File: src/logic/read_latency_monitor_cfg.svh
// Offsets, field positions, reset values and codes of the read latency monitor
`ifndef READ_LATENCY_MONITOR_CFG_SVH
`define READ_LATENCY_MONITOR_CFG_SVH

// ----------------------------------------------------------------
// Register offsets
// ----------------------------------------------------------------
`define ADDR_MAP_7_4        12'h510
`define ADDR_MAP_3_0        12'h514
`define ADDR_MAP_15_12      12'h518
`define ADDR_MAP_11_8       12'h51C
`define ADDR_ID_ENABLE      12'h524
`define ADDR_ID_ENABLE_OLD  12'h250
`define ADDR_CHECK_CTL      12'h530
`define ADDR_LATE_COUNT     12'h534
`define ADDR_SAMPLE_COUNT   12'h538
`define ADDR_LATENCY_SUM    12'h53C
`define ADDR_CHECK_CTL_OLD  12'h260

// ----------------------------------------------------------------
// Control field positions
// ----------------------------------------------------------------
`define BIT_CHECK_ENABLE    31
`define BIT_COUNTER_TEST    30
`define BIT_TIMER_TEST      29
`define BIT_LAST_BEAT       28
`define LIMIT_MSB           27
`define LIMIT_LSB           16
`define CYCLES_MSB          11
`define CYCLES_LSB          0

// ----------------------------------------------------------------
// Widths, terminal values and reset values
// ----------------------------------------------------------------
`define TIMER_W             12
`define COUNT_W             20
`define SUM_W               32
`define TIMER_ZERO          12'h000
`define TIMER_TEST_START    12'hFF0
`define TIMER_MAX           12'hFFF
`define COUNT_MAX           20'hFFFFF
`define SUM_MAX             32'h0FFFFFFF
`define CTL_RESET           32'h00000000
`define NUM_IDS             16
`define NUM_REQUESTERS      3

// ----------------------------------------------------------------
// Requester block codes
// ----------------------------------------------------------------
`define CODE_JOB_RINGS      8'h01
`define CODE_BURST_BUFFER   8'h04
`define CODE_DESC_CTRL_0    8'h08

`endif

File: src/logic/read_latency_monitor_pkg.sv
// Types shared by the read latency monitor
package read_latency_monitor_pkg;

    typedef enum logic [1:0] {
        ST_WAIT_ADDR = 2'b01,
        ST_MEASURE   = 2'b10
    } monitor_state_t;

    typedef logic [3:0] axi_id_t;

endpackage : read_latency_monitor_pkg

File: src/logic/read_latency_monitor.sv
// AXI read latency monitor with hardwired ID map and requester ID allocation
//
// The plain strobed port is this design's own decision.
`include "read_latency_monitor_cfg.svh"

module read_latency_monitor
    import read_latency_monitor_pkg::*;
(
    input  wire logic                       clk_sys,
    input  wire logic                       rst_n,
    input  wire logic [11:0]                reg_addr,
    input  wire logic [31:0]                reg_wdata,
    input  wire logic                       reg_wr,
    input  wire logic                       reg_rd,
    output logic      [31:0]                reg_rdata,
    input  wire logic [127:0]               id_map_strap,
    input  wire logic [15:0]                id_enable_strap,
    input  wire logic                       ar_valid,
    input  wire logic                       ar_ready,
    input  wire logic [3:0]                 ar_id,
    input  wire logic                       r_valid,
    input  wire logic                       r_ready,
    input  wire logic [3:0]                 r_id,
    input  wire logic                       r_last,
    output logic      [3:0]                 job_ring_axi_id,
    output logic      [3:0]                 burst_buffer_axi_id,
    output logic      [3:0]                 descriptor_controller_zero_axi_id,
    output logic      [2:0]                 requester_id_valid,
    output logic                            check_suspended
);

    // ----------------------------------------------------------------
    // Functions
    // ----------------------------------------------------------------
    // Map word for four IDs, disabled IDs masked to zero
    function automatic logic [31:0] map_word(input logic [127:0] map, input logic [15:0] en,
                                             input int base);
        logic [31:0] w;
        w = 32'h00000000;
        for (int k = 0; k < 4; k++) begin
            if (en[base + k]) begin
                w[k*8 +: 8] = map[(base + k)*8 +: 8];
            end
        end
        return w;
    endfunction : map_word

    // Position of the n-th lowest enabled ID, bit 4 marks found
    function automatic logic [4:0] nth_enabled(input logic [15:0] en, input int n);
        logic [4:0] res;
        int         seen;
        res  = 5'h00;
        seen = 0;
        for (int k = 0; k < `NUM_IDS; k++) begin
            if (en[k] && !res[4]) begin
                if (seen == n) begin
                    res = {1'b1, 4'(k)};
                end
                seen = seen + 1;
            end
        end
        return res;
    endfunction : nth_enabled

    // ----------------------------------------------------------------
    // Strap synchronisers
    // ----------------------------------------------------------------
    logic [127:0]           map_meta;
    logic [127:0]           id_map;
    logic [15:0]            en_meta;
    logic [15:0]            id_enable;

    // Straps are static, but still cross from outside the clock
    always_ff @(posedge clk_sys or negedge rst_n) begin
        if (!rst_n) begin
            map_meta  <= '0;
            id_map    <= '0;
            en_meta   <= 16'h0000;
            id_enable <= 16'h0000;
        end else begin
            map_meta  <= id_map_strap;
            id_map    <= map_meta;
            en_meta   <= id_enable_strap;
            id_enable <= en_meta;
        end
    end

    // ----------------------------------------------------------------
    // Requester ID allocation
    // ----------------------------------------------------------------
    logic [4:0]             alloc_job;
    logic [4:0]             alloc_burst;
    logic [4:0]             alloc_desc;

    always_comb begin
        alloc_job   = nth_enabled(id_enable, 0);
        alloc_burst = nth_enabled(id_enable, 1);
        alloc_desc  = nth_enabled(id_enable, 2);
    end

    always_ff @(posedge clk_sys or negedge rst_n) begin
        if (!rst_n) begin
            job_ring_axi_id                   <= 4'h0;
            burst_buffer_axi_id               <= 4'h0;
            descriptor_controller_zero_axi_id <= 4'h0;
            requester_id_valid                <= 3'h0;
        end else begin
            job_ring_axi_id                   <= alloc_job[3:0];
            burst_buffer_axi_id               <= alloc_burst[3:0];
            descriptor_controller_zero_axi_id <= alloc_desc[3:0];
            requester_id_valid <= {alloc_desc[4], alloc_burst[4], alloc_job[4]};
        end
    end

    // ----------------------------------------------------------------
    // Control register
    // ----------------------------------------------------------------
    logic                   read_check_enable;
    logic                   counter_test_hold;
    logic                   timer_test_preload;
    logic                   last_beat_select;
    logic [11:0]            late_limit;
    logic                   wr_ctl;
    logic                   rd_ctl;
    logic                   rd_lat;
    logic                   enable_rise;

    always_comb begin
        // Both copies land on the same flops
        wr_ctl = reg_wr && (reg_addr == `ADDR_CHECK_CTL || reg_addr == `ADDR_CHECK_CTL_OLD);
        rd_ctl = reg_rd && (reg_addr == `ADDR_CHECK_CTL || reg_addr == `ADDR_CHECK_CTL_OLD);
        rd_lat = reg_rd && (reg_addr == `ADDR_LATENCY_SUM);
        enable_rise = wr_ctl && reg_wdata[`BIT_CHECK_ENABLE] && !read_check_enable;
    end

    always_ff @(posedge clk_sys or negedge rst_n) begin
        if (!rst_n) begin
            read_check_enable  <= 1'b0;
            counter_test_hold  <= 1'b0;
            timer_test_preload <= 1'b0;
            last_beat_select   <= 1'b0;
            late_limit         <= 12'h000;
        end else if (wr_ctl) begin
            read_check_enable  <= reg_wdata[`BIT_CHECK_ENABLE];
            counter_test_hold  <= reg_wdata[`BIT_COUNTER_TEST];
            timer_test_preload <= reg_wdata[`BIT_TIMER_TEST];
            last_beat_select   <= reg_wdata[`BIT_LAST_BEAT];
            if (!read_check_enable) begin
                late_limit <= reg_wdata[`LIMIT_MSB:`LIMIT_LSB];
            end
        end
    end

    // ----------------------------------------------------------------
    // Measurement sequencer
    // ----------------------------------------------------------------
    monitor_state_t         state;
    monitor_state_t         next_state;
    axi_id_t                tracked_id;
    logic [11:0]            timer;
    logic                   active;
    logic                   addr_taken;
    logic                   beat_hit;
    logic                   done;

    always_comb begin
        active     = read_check_enable && !check_suspended;
        addr_taken = active && state == ST_WAIT_ADDR && ar_valid && ar_ready;
        beat_hit   = r_valid && r_ready && r_id == tracked_id
                     && (!last_beat_select || r_last);
        done       = active && state == ST_MEASURE && beat_hit;
        next_state = state;
        case (state)
            ST_WAIT_ADDR: begin
                if (addr_taken) begin
                    next_state = ST_MEASURE;
                end
            end
            ST_MEASURE: begin
                // Other reads pass unobserved until this one ends
                if (done || !active || rd_lat) begin
                    next_state = ST_WAIT_ADDR;
                end
            end
            default: begin
                next_state = ST_WAIT_ADDR;
            end
        endcase
    end

    always_ff @(posedge clk_sys or negedge rst_n) begin
        if (!rst_n) begin
            state <= ST_WAIT_ADDR;
        end else begin
            state <= next_state;
        end
    end

    always_ff @(posedge clk_sys or negedge rst_n) begin
        if (!rst_n) begin
            tracked_id <= 4'h0;
        end else if (addr_taken) begin
            tracked_id <= ar_id;
        end
    end

    always_ff @(posedge clk_sys or negedge rst_n) begin
        if (!rst_n) begin
            timer <= `TIMER_ZERO;
        end else if (addr_taken) begin
            timer <= timer_test_preload ? `TIMER_TEST_START : `TIMER_ZERO;
        end else if (state == ST_MEASURE && timer != `TIMER_MAX) begin
            timer <= timer + 12'h001;
        end
    end

    // ----------------------------------------------------------------
    // Measured latency
    // ----------------------------------------------------------------
    logic [11:0]            latency;

    always_comb begin
        // The data beat's own edge counts, so one is added; held at the top
        if (timer == `TIMER_MAX) begin
            latency = `TIMER_MAX;
        end else begin
            latency = timer + 12'h001;
        end
    end

    // ----------------------------------------------------------------
    // Counters
    // ----------------------------------------------------------------
    logic [11:0]            latest_read_cycles;
    logic [19:0]            late_counter;
    logic [19:0]            sample_counter;
    logic [31:0]            latency_sum;
    logic [19:0]            next_late_counter;
    logic [19:0]            next_sample_counter;
    logic [31:0]            next_latency_sum;
    logic                   clear_now;
    logic                   wr_open;

    always_comb begin
        // On enable the test bit being written decides, not the old one
        clear_now = (enable_rise && !reg_wdata[`BIT_COUNTER_TEST])
                    || (read_check_enable && rd_lat && !counter_test_hold);
        next_late_counter   = clear_now ? 20'h00000 : late_counter;
        next_sample_counter = clear_now ? 20'h00000 : sample_counter;
        next_latency_sum    = clear_now ? 32'h00000000 : latency_sum;
        // A completion in the clearing cycle is kept, not lost
        if (done) begin
            next_sample_counter = next_sample_counter + 20'h00001;
            next_latency_sum    = next_latency_sum + {20'h00000, latency};
            if (latency >= late_limit) begin
                next_late_counter = next_late_counter + 20'h00001;
            end
        end
        wr_open = reg_wr && !read_check_enable;
    end

    always_ff @(posedge clk_sys or negedge rst_n) begin
        if (!rst_n) begin
            latest_read_cycles <= 12'h000;
        end else if (done) begin
            latest_read_cycles <= latency;
        end else if (wr_open && wr_ctl) begin
            latest_read_cycles <= reg_wdata[`CYCLES_MSB:`CYCLES_LSB];
        end
    end

    always_ff @(posedge clk_sys or negedge rst_n) begin
        if (!rst_n) begin
            late_counter <= 20'h00000;
        end else if (wr_open && reg_addr == `ADDR_LATE_COUNT) begin
            late_counter <= reg_wdata[`COUNT_W-1:0];
        end else begin
            late_counter <= next_late_counter;
        end
    end

    always_ff @(posedge clk_sys or negedge rst_n) begin
        if (!rst_n) begin
            sample_counter <= 20'h00000;
        end else if (wr_open && reg_addr == `ADDR_SAMPLE_COUNT) begin
            sample_counter <= reg_wdata[`COUNT_W-1:0];
        end else begin
            sample_counter <= next_sample_counter;
        end
    end

    always_ff @(posedge clk_sys or negedge rst_n) begin
        if (!rst_n) begin
            latency_sum <= 32'h00000000;
        end else if (wr_open && reg_addr == `ADDR_LATENCY_SUM) begin
            latency_sum <= reg_wdata;
        end else begin
            latency_sum <= next_latency_sum;
        end
    end

    // ----------------------------------------------------------------
    // Suspension
    // ----------------------------------------------------------------
    logic                   at_limit;

    always_comb begin
        // Sum may step past the mark, so compare rather than match
        at_limit = sample_counter == `COUNT_MAX || late_counter == `COUNT_MAX
                   || latency_sum >= `SUM_MAX;
    end

    always_ff @(posedge clk_sys or negedge rst_n) begin
        if (!rst_n) begin
            check_suspended <= 1'b0;
        end else if (enable_rise || (read_check_enable && rd_lat)) begin
            check_suspended <= 1'b0;
        end else if (read_check_enable && (rd_ctl || at_limit)) begin
            check_suspended <= 1'b1;
        end
    end

    // ----------------------------------------------------------------
    // Register read port
    // ----------------------------------------------------------------
    logic [31:0]            ctl_word;

    always_comb begin
        ctl_word = {read_check_enable, counter_test_hold, timer_test_preload, last_beat_select,
                    late_limit, 4'h0, latest_read_cycles};
    end

    always_ff @(posedge clk_sys or negedge rst_n) begin
        if (!rst_n) begin
            reg_rdata <= 32'h00000000;
        end else if (reg_rd) begin
            case (reg_addr)
                `ADDR_MAP_3_0:       reg_rdata <= map_word(id_map, id_enable, 0);
                `ADDR_MAP_7_4:       reg_rdata <= map_word(id_map, id_enable, 4);
                `ADDR_MAP_11_8:      reg_rdata <= map_word(id_map, id_enable, 8);
                `ADDR_MAP_15_12:     reg_rdata <= map_word(id_map, id_enable, 12);
                `ADDR_ID_ENABLE,
                `ADDR_ID_ENABLE_OLD: reg_rdata <= {16'h0000, id_enable};
                `ADDR_CHECK_CTL,
                `ADDR_CHECK_CTL_OLD: reg_rdata <= ctl_word;
                `ADDR_LATE_COUNT:    reg_rdata <= {12'h000, late_counter};
                `ADDR_SAMPLE_COUNT:  reg_rdata <= {12'h000, sample_counter};
                `ADDR_LATENCY_SUM:   reg_rdata <= latency_sum;
                default:             reg_rdata <= 32'h00000000;
            endcase
        end else begin
            reg_rdata <= 32'h00000000;
        end
    end

endmodule : read_latency_monitor

File: config.mk
export PLATFORM = sky130hd
export DESIGN_NAME = read_latency_monitor
export DESIGN_NICKNAME = d
export VERILOG_FILES = /design/src/logic/read_latency_monitor_pkg.sv /design/src/logic/read_latency_monitor.sv
export VERILOG_INCLUDE_DIRS = /design/src /design/src/logic
export SDC_FILE = /design/constraint.sdc
export NUM_CORES = 1
export LEC_CHECK = 0
export ABC_AREA = 1
export BUFFER_PORTS_ARGS = -buffer_cell sky130_fd_sc_hd__buf_2
export CAP_MARGIN = 5
export CELL_PAD_IN_SITES_DETAIL_PLACEMENT = 1
export CELL_PAD_IN_SITES_GLOBAL_PLACEMENT = 1
export CORE_UTILIZATION = 34
export CTS_CLUSTER_DIAMETER = 50
export DETAILED_ROUTE_END_ITERATION = 6
export HOLD_SLACK_MARGIN = 0.02
export PLACE_DENSITY_LB_ADDON = 0.1
export REMOVE_ABC_BUFFERS = 1
export SLEW_MARGIN = 0
export SYNTH_ARGS = -nofsm -noshare
export SYNTH_HDL_FRONTEND = slang
export SYNTH_SLANG_ARGS = --single-unit
export TNS_END_PERCENT = 30
File: constraint.sdc
create_clock -name clk_sys -period 7.6 [get_ports clk_sys]
set_input_delay 0.76 -clock clk_sys [delete_from_list [all_inputs] [get_ports clk_sys]]
set_output_delay 0.76 -clock clk_sys [all_outputs]
set_load 0.02 [all_outputs]
==> results.rst, run 1 <==
.. list-table::
   :header-rows: 1

   * - Metric
     - Value
   * - Clock-pin transition on the worst setup and hold timing paths
     - roughly 0.060 ns
   * - Worst reg2reg path depth
     - 44
   * - Placeable core region
     - approximately 0.075 mm²
   * - Starting DRC count in detailed routing
     - 1076
   * - Synth cell types
     - 74
   * - Count of flip-flops with a built-in enable after synthesis
     - 0
   * - Switch share
     - 0.350
   * - Summed instance area of the synthesized netlist
     - ~0.026 mm²
   * - Floorplan die height
     - roughly 280 µm
   * - Global-route wire length before repair
     - around 140000 µm
   * - Most instantiated cells after synthesis
     - sky130_fd_sc_hd__nand2_1 (775), sky130_fd_sc_hd__inv_1 (465), sky130_fd_sc_hd__dfrtp_1 (453)
   * - Kind of critical path
     - flop to flop
   * - Routed length per placed instance
     - between 15 and 20 µm
   * - Internal power
     - 5510 µW
   * - Shortest clock period the worst path allows after layout
     - between 7 and 8 ns
   * - Final wirelength
     - 89800 µm
   * - Total CTS buffers
     - 66
   * - Peak ir drop on the vdd network
     - roughly 0.16 mV
   * - Relative slew margins
     - 0.185
   * - Top FF cell, synth
     - sky130_fd_sc_hd__dfrtp_1
   * - Worst slew pin tran
     - approximately 1.2 ns
   * - Placed cells
     - 4483
   * - Critical-path cell with the highest stage delay
     - sky130_fd_sc_hd__fa_1
   * - Setup slack of the most critical reg-to-reg path
     - 0.22 ns
   * - DRC violation count after routing
     - 0
   * - Slew Viols, Final
     - 0
   * - Filler Cell Count
     - 8886
   * - CP required
     - ~8 ns
   * - Delay of the slowest cell on the worst path
     - between 0.5 and 0.6 ns
   * - Setup tns final
     - 0 ns
   * - Setup Viol. Count Final
     - 0
   * - Worst Clk Skew
     - approximately 0.05 ns
   * - Result of the run
     - finished clean
   * - Clock buffer depth
     - 3
   * - Placer's final routability congestion estimate
     - around 0.85
   * - Final period utilization
     - 0.971
   * - Floorplan die area
     - ~0.077 mm²
   * - Post-synthesis cell count
     - between 3000 and 4000
   * - Area used by sequential logic in the layout
     - about 0.011 mm²
   * - Clock tree root driver cell
     - sky130_fd_sc_hd__clkbuf_16
   * - Final layout net count
     - 4012
   * - Psw
     - 2970 µW
   * - Quantity of hold-fixing buffers added after cts
     - 0
   * - Tightest Hold Check Type
     - input pin to async pin
   * - Startpoint of the worst register-to-register path
     - id_enable[1]$_DFF_PN0_
   * - Worst-path maximum fanout
     - 8
   * - Length of the first detailed-routing pass in iterations
     - 5
   * - Yosys top cell area share
     - 0.439
   * - Reported leakage power
     - around 0.017 µW
   * - Warning count from the yosys run
     - 0
   * - Relative area change from synthesis to final layout
     - 29.4%
   * - Endpoint of the lowest-slack register-to-register path
     - descriptor_controller_zero_axi_id[2]$_DFF_PN0_
   * - Proportion of power drawn by the clock network
     - 0.372
   * - Number of antenna violations at the first check in global routing
     - 4
   * - Peak Freq
     - about 140 MHz
   * - Placement row count
     - 100
   * - CP Data Arrival Time
     - about 8 ns
   * - Vias
     - 23400
   * - Starting density of the core
     - 0.345
   * - Sequential fraction of design power
     - 0.306
   * - Chip Width
     - 277 µm
   * - Max_cap viols
     - 0
   * - Number of top-level design ports
     - around 250
   * - Synth Register Bits
     - 454
   * - Leading cell types by total area after synthesis
     - sky130_fd_sc_hd__dfrtp_1 (44%), sky130_fd_sc_hd__nand2_1 (11%), sky130_fd_sc_hd__inv_1 (6.8%)
   * - Routed via count divided by cell count
     - 4.96
   * - Maximum number of pins on one net before global-route repair
     - between 150 and 200
   * - Unrepaired setup endpoints after global routing
     - true
   * - Top cell type by total area after synthesis
     - sky130_fd_sc_hd__dfrtp_1
   * - Type of element capturing the critical path
     - flop
   * - Power per cell area
     - 254 mW/mm²
   * - Worst-Skew Late Latency
     - roughly 0.63 ns
   * - Via count of the first global-routing pass
     - 24900
   * - Global-route usage over all layers
     - 0.229
   * - Fraction of registers with async set/reset
     - 1.00
   * - Global-route congestion overflow total
     - 0
   * - CTS tree
     - yes
   * - Per-instance average area after synthesis
     - between 8 and 9 µm²
   * - Fraction of layout cells with a size suffix above 1
     - 0.288
   * - Most repeated cell in the gate-level netlist after synthesis
     - sky130_fd_sc_hd__nand2_1
   * - Logic gate share of total power
     - 0.322
   * - Most Frequent Cell on Critical Path
     - sky130_fd_sc_hd__ha_1
   * - Final instance count without filler cells
     - 4723
   * - Final cell utilization of the core
     - 0.447
   * - Sequential share of the synthesized area
     - 0.440
   * - Post-route antenna net violation count
     - 0
   * - Detailed placement HPWL
     - approximately 67000 µm
   * - Number of hold-slack violations in the final timing report
     - 0
   * - Count of H-tree levels built during CTS
     - 3
   * - Area occupied by multi-input gates
     - around 0.013 mm²
   * - Sort of element at the start of the critical path
     - flop
   * - Count of input and output buffers
     - 252
   * - Number of clock sinks
     - roughly 450
## registers in the layout (all words and copies together), names as in the netlist, 16 cells and up
register	count
en_meta	16
id_map	128
map_meta	128
latency_sum	32
reg_rdata	32
late_counter	20
id_enable	16
sample_counter	20
## power by group through the flow
stage	registers [µW]	clock network, µW	logic, µW
2_1_floorplan	2650	0	1370
5_1_grt	2600	3350	3050
6_report	2590	3150	2730
3_5_place_dp	2640	0	2070
4_1_cts	2590	3240	2150
3_3_place_gp	2630	0	1990
## layout make-up
class	instances	share of cell area
clock inverter	38	0.0170
antenna	3	0.000225
sequential	454	0.340
multi-input combinational	2192	0.404
clock buffer	80	0.0526
tap	969	0.0363
timing repair buffer	464	0.0891
inverter	523	0.0602
## what timing repair did
action,CTS,global route
setup buffers,17,103
setup endpoints to repair,15,15
pin swaps,23,166
resized for setup,37,310
## routing by layer
layer	part of all wire	wire, µm	GRT usage
met5	0	0	0
met1	0.41	36600	0.270
met4	0.030	2730	0.0752
met2	0.53	47500	0.425
met3	0.033	2960	0.0294
## how the worst max path moves through the flow
stage          cells after the start                                             end                   start  slack (ns)
2_1_floorplan                     39  descriptor_controller_zero_axi_id[0]$_DFF_PN0_  id_enable[2]$_DFF_PN0_        0.06
3_3_place_gp                      40  descriptor_controller_zero_axi_id[2]$_DFF_PN0_  id_enable[0]$_DFF_PN0_       -0.07
3_5_place_dp                      43  descriptor_controller_zero_axi_id[2]$_DFF_PN0_  id_enable[1]$_DFF_PN0_       -0.28
4_1_cts                           60                    job_ring_axi_id[3]$_DFF_PN0_  id_enable[0]$_DFF_PN0_       0.003
5_1_grt                           64                    job_ring_axi_id[3]$_DFF_PN0_  id_enable[1]$_DFF_PN0_       -0.32
6_report                          44  descriptor_controller_zero_axi_id[2]$_DFF_PN0_  id_enable[1]$_DFF_PN0_        0.22
## worst max-delay path: cells and delay by family (launching register included)
family	cells	cell delay [ns]
AOI/OAI and AO/OA	6	0.96
and+or+nand+nor	22	2.50
DFF	1	0.39
adders and majority gates	10	2.81
buffers and inverters	5	0.44
xor gates and xnor gates	1	0.17
## logic make-up (layout without fill, tap and decap cells)
logic type      Yosys count  in the layout  share of synthesized area
compound gates          403            403                     0.0989
xor+xnor                 76             76                     0.0284
fa+ha+maj               106            106                     0.0520
buf+inv                 573           1105                     0.0860
flops                   454            454                      0.440
mux                       3              3                    0.00126
other cells               0              3                          0
simple gates           1604           1604                      0.293
## through the flow
stage / hold WS, ns / total power [µW] / cell area (µm²) / setup WS, ns
after floorplan: 0.331 / 4020 / 25600 / 0.0600
after global placement: 0.333 / 4620 / 28800 / -0.0710
after detailed placement: 0.336 / 4710 / 28800 / -0.282
after CTS: 0.195 / 7980 / 31400 / 0.00299
after global routing: 0.193 / 9000 / 33400 / -0.317
final: 0.205 / 8480 / 33400 / 0.223
## placed cells by master (no fill, tap or decap), types with 28 or more instances in the layout
cell	instances
sky130_fd_sc_hd__a21oi_1	118
sky130_fd_sc_hd__a221oi_1	31
sky130_fd_sc_hd__buf_2	251
sky130_fd_sc_hd__buf_4	190
sky130_fd_sc_hd__clkbuf_16	66
sky130_fd_sc_hd__dfrtp_1	453
sky130_fd_sc_hd__ha_1	64
sky130_fd_sc_hd__ha_4	31
sky130_fd_sc_hd__inv_1	427
sky130_fd_sc_hd__inv_2	75
sky130_fd_sc_hd__nand2_1	689
sky130_fd_sc_hd__nand2_2	123
sky130_fd_sc_hd__nand2_4	28
sky130_fd_sc_hd__nand3_1	152
sky130_fd_sc_hd__nand3_2	31
sky130_fd_sc_hd__nand3_4	32
sky130_fd_sc_hd__nand4_1	63
sky130_fd_sc_hd__nor2_1	286
sky130_fd_sc_hd__nor2_2	59
sky130_fd_sc_hd__nor2_4	38
sky130_fd_sc_hd__nor3_1	46
sky130_fd_sc_hd__o21ai_0	77
sky130_fd_sc_hd__o22ai_1	29
sky130_fd_sc_hd__xor2_1	50
Power figures use the tool's default switching activity.
==> run 2: changes to the inputs <==
--- a/config.mk
+++ b/config.mk
@@ -6,7 +6,6 @@
 export SDC_FILE = /design/constraint.sdc
 export NUM_CORES = 1
 export LEC_CHECK = 0
-export ABC_AREA = 1
 export BUFFER_PORTS_ARGS = -buffer_cell sky130_fd_sc_hd__buf_2
 export CAP_MARGIN = 5
 export CELL_PAD_IN_SITES_DETAIL_PLACEMENT = 1
==> run 2 against run 1 <==
The flow now finishes with violations (negative setup slack); worst hold slack worse by 0.10 ns; sequential power is essentially flat; die area up 6.4%; worst setup slack worse by 1.8 ns; wire length rose by 25%; critical endpoint is now burst_buffer_axi_id[0]$_DFF_PN0_; largest cell class unchanged; largest power group is now combinational cells; highest routed layer is now met5.
==> results.rst, run 2 <==
.. list-table::
   :header-rows: 1

   * - Metric
     - Value
   * - Reported leakage power
     - 0.0174 µW (+5.2%)
   * - Sequential share of the synthesized area
     - 0.414 (-0.0266)
   * - Shortest clock period the worst path allows after layout
     - 9.16 ns (+1.78 ns)
   * - Bufs and invs on worst path
     - 5 (unchanged)
   * - Starting DRC count in detailed routing
     - 1417 (+32%)
   * - Top cell type by total area after synthesis
     - sky130_fd_sc_hd__dfrtp_1
   * - Final instance count without filler cells
     - 4946 (+4.7%)
   * - Number of hold-slack violations in the final timing report
     - 0 (unchanged)
   * - Quantity of hold-fixing buffers added after cts
     - 0 (unchanged)
   * - Relative slew margins
     - 0.260 (+0.0753)
   * - Final period utilization
     - 1.20 (+0.234)
   * - Family with the most delay on the worst path
     - simple AND/OR/NAND/NOR gates
   * - Final layout net count
     - 4157 (+3.6%)
   * - Chip Width
     - 286 µm (+3.1%)
   * - Floorplan die area
     - 0.0819 mm² (+6.4%)
   * - Global-route wire length before repair
     - 170000 µm (+23%)
   * - Global-route congestion overflow total
     - 0 (unchanged)
   * - Post-synthesis cell count
     - 2848 (-12%)
   * - Top FF cell, synth
     - sky130_fd_sc_hd__dfrtp_1
   * - Slew Viols, Final
     - 0 (unchanged)
   * - Filler Cell Count
     - 9008 (+1.4%)
   * - Count of H-tree levels built during CTS
     - 2 (-1)
   * - Yosys top cell area share
     - 0.413 (-0.0265)
   * - Clock-pin transition on the worst setup and hold timing paths
     - 0.06 ns (about the same)
   * - Most frequent cells in the layout
     - sky130_fd_sc_hd__buf_4 (774), sky130_fd_sc_hd__dfrtp_1 (453), sky130_fd_sc_hd__nand2_1 (317)
   * - Critical-path cell with the highest stage delay
     - sky130_fd_sc_hd__or3_4
   * - Kind of critical path
     - flop to flop
   * - Diode insertion count for antenna repair
     - 0 (-3)
   * - DRC violation count after routing
     - 0 (unchanged)
   * - Area used by sequential logic in the layout
     - 0.0114 mm² (unchanged)
   * - Synth Register Bits
     - 454 (unchanged)
   * - Peak ir drop on the vdd network
     - 0.257 mV (+63%)
   * - Placement row count
     - 103 (+3.0%)
   * - Number of antenna violations at the first check in global routing
     - 3 (-1)
   * - Power per cell area
     - 273 mW/mm² (+7.5%)
   * - Worst-path maximum fanout
     - 5 (-3)
   * - Most Frequent Cell on Critical Path
     - sky130_fd_sc_hd__ha_4
   * - Sort of element at the start of the critical path
     - flop
   * - Max_cap viols
     - 0 (unchanged)
   * - Leading cell types by total area after synthesis
     - sky130_fd_sc_hd__dfrtp_1 (41%), sky130_fd_sc_hd__ha_1 (4.7%), sky130_fd_sc_hd__nand2_1 (4.5%)
   * - Relative area change from synthesis to final layout
     - 43.2%
   * - Worst-case setup margin in the final layout
     - -1.56 ns (-1.78 ns)
   * - Global-route usage over all layers
     - 0.267 (+0.0380)
   * - CP Data Arrival Time
     - 9.68 ns (+1.79 ns)
   * - Floorplan die height
     - 286 µm (+3.1%)
   * - Fraction of registers with async set/reset
     - 1.00 (unchanged)
   * - Routed length per placed instance
     - 22.6 µm (+19%)
   * - Routed via count divided by cell count
     - 5.42 (+9.2%)
   * - Clock tree root driver cell
     - sky130_fd_sc_hd__clkbuf_16
   * - Tightest Hold Check Type
     - input pin to async pin
   * - Violations in the final reports
     - negative setup slack
   * - Per-instance average area after synthesis
     - 9.64 µm² (+20%)
   * - Delay of the slowest cell on the worst path
     - 0.44 ns (-0.12 ns)
   * - Detailed placement HPWL
     - 85500 µm (+27%)
   * - Regs by FF count
     - id_map x128, map_meta x128
   * - Number of top-level design ports
     - 253 (unchanged)
   * - CP required
     - 8.13 ns (about the same)
   * - Setup Viol. Count Final
     - 15 (+15)
   * - Worst Clk Skew
     - 0.0535 ns (+0.00286 ns)
   * - Placed cells
     - 4765 (+6.3%)
   * - Summed instance area of the synthesized netlist
     - 0.0275 mm² (+6.4%)
   * - Placer's final routability congestion estimate
     - 0.889 (+4.9%)
   * - Type of element capturing the critical path
     - flop
   * - Total CTS buffers
     - 60 (-9.1%)
   * - Post-route antenna net violation count
     - 0 (unchanged)
   * - Warning count from the yosys run
     - 0 (unchanged)
   * - Starting density of the core
     - 0.346 (+0.000452)
   * - Fraction of layout cells with a size suffix above 1
     - 0.402 (+0.114)
   * - Worst slew pin tran
     - 1.11 ns (-0.109 ns)
   * - Unrepaired setup endpoints after global routing
     - true
   * - Most instantiated cells after synthesis
     - sky130_fd_sc_hd__dfrtp_1 (453), sky130_fd_sc_hd__nand2_1 (329), sky130_fd_sc_hd__nor2_1 (177)
   * - Most common cell after layout, fill and taps aside
     - sky130_fd_sc_hd__buf_4
   * - Length of the first detailed-routing pass in iterations
     - 7 (+2)
   * - Placeable core region
     - 0.0794 mm² (+6.3%)
   * - Number of clock sinks
     - 454 (unchanged)
   * - CTS tree
     - yes
   * - Peak Freq
     - 109 MHz (-19%)
   * - Vias
     - 26800 (+14%)
   * - Final wirelength
     - 112000 µm (+25%)
   * - Count of input and output buffers
     - 252 (unchanged)
   * - Count of flip-flops with a built-in enable after synthesis
     - 0 (unchanged)
   * - Worst-Skew Late Latency
     - 0.66 ns (+0.03 ns)
   * - Synth cell types
     - 150 (+100%)
   * - Clock buffer depth
     - 3 (unchanged)
   * - Post-route total power
     - 10700 µW (+27%)
   * - Via count of the first global-routing pass
     - 28600 (+15%)
   * - Result of the run
     - finished, violations left
   * - Maximum number of pins on one net before global-route repair
     - 172 (+12%)
   * - Most repeated cell in the gate-level netlist after synthesis
     - sky130_fd_sc_hd__dfrtp_1
   * - Area occupied by multi-input gates
     - 0.0167 mm² (+24%)
-- run 2: cell type report --
type | count | share of cell area
multi-input cells | 2167 | 0.425
inverters | 124 | 0.0120
clock inverters | 43 | 0.0157
repair buffers | 1039 | 0.184
flip-flops and latches | 454 | 0.289
clock buffers | 69 | 0.0406
well taps | 1050 | 0.0334
-- run 2: repair_timing --
item                       in CTS  in global routing
setup buffers                  34                 35
resized for setup             182                143
setup endpoints to repair      15                 15
gates cloned                    0                  0
pin swaps                      77                 93
-- run 2: logic make-up after synthesis --
logic type / after synthesis / synth area share
buf+inv: 227 / 0.0362
fa+ha+maj: 106 / 0.0489
xor+xnor: 206 / 0.0769
compound gates: 751 / 0.203
simple gates: 1055 / 0.201
mux: 49 / 0.0202
flops: 454 / 0.414
-- run 2: stage by stage --
step	setup TNS [ns]	setup slack, ns	util	instance area (µm²)	hold WS (ns)
finish	-21.99	-1.56	0.495	39300	0.103
global route	-27.31	-1.88	0.495	39300	0.149
CTS	-21.43	-1.48	0.482	38300	0.120
detailed placement	-34.36	-2.42	0.441	35000	0.336
global placement	-27.51	-2.02	0.441	35000	0.334
floorplan	-31.13	-2.87	-	26900	0.331
-- run 2: final timing paths --
check,start,end,slack [ns],cells past startpoint
min in group clk_sys,id_map_strap[70],map_meta[70]$_DFF_PN0_,0.20,1
max in group asynchronous,rst_n,en_meta[9]$_DFF_PN0_,5.92,2
max,id_enable[0]$_DFF_PN0_,burst_buffer_axi_id[0]$_DFF_PN0_,-1.56,43
max reg2reg,id_enable[0]$_DFF_PN0_,burst_buffer_axi_id[0]$_DFF_PN0_,-1.56,43
min reg2reg,map_meta[77]$_DFF_PN0_,id_map[77]$_DFF_PN0_,0.32,0
min,rst_n,map_meta[65]$_DFF_PN0_,0.10,1
-- run 2: layer usage --
metal / track usage / routed length [µm]
met4: 0.0876 / 4090
met1: 0.340 / 47900
met5: 0 / 20
met3: 0.0286 / 4100
met2: 0.472 / 55800
-- run 2: power by group --
| part | switching [µW] | internal, µW |
|---|---|---|
| Combinational | 2550 | 2570 |
| Sequential | 51.1 | 2530 |
| Clock | 1210 | 1820 |
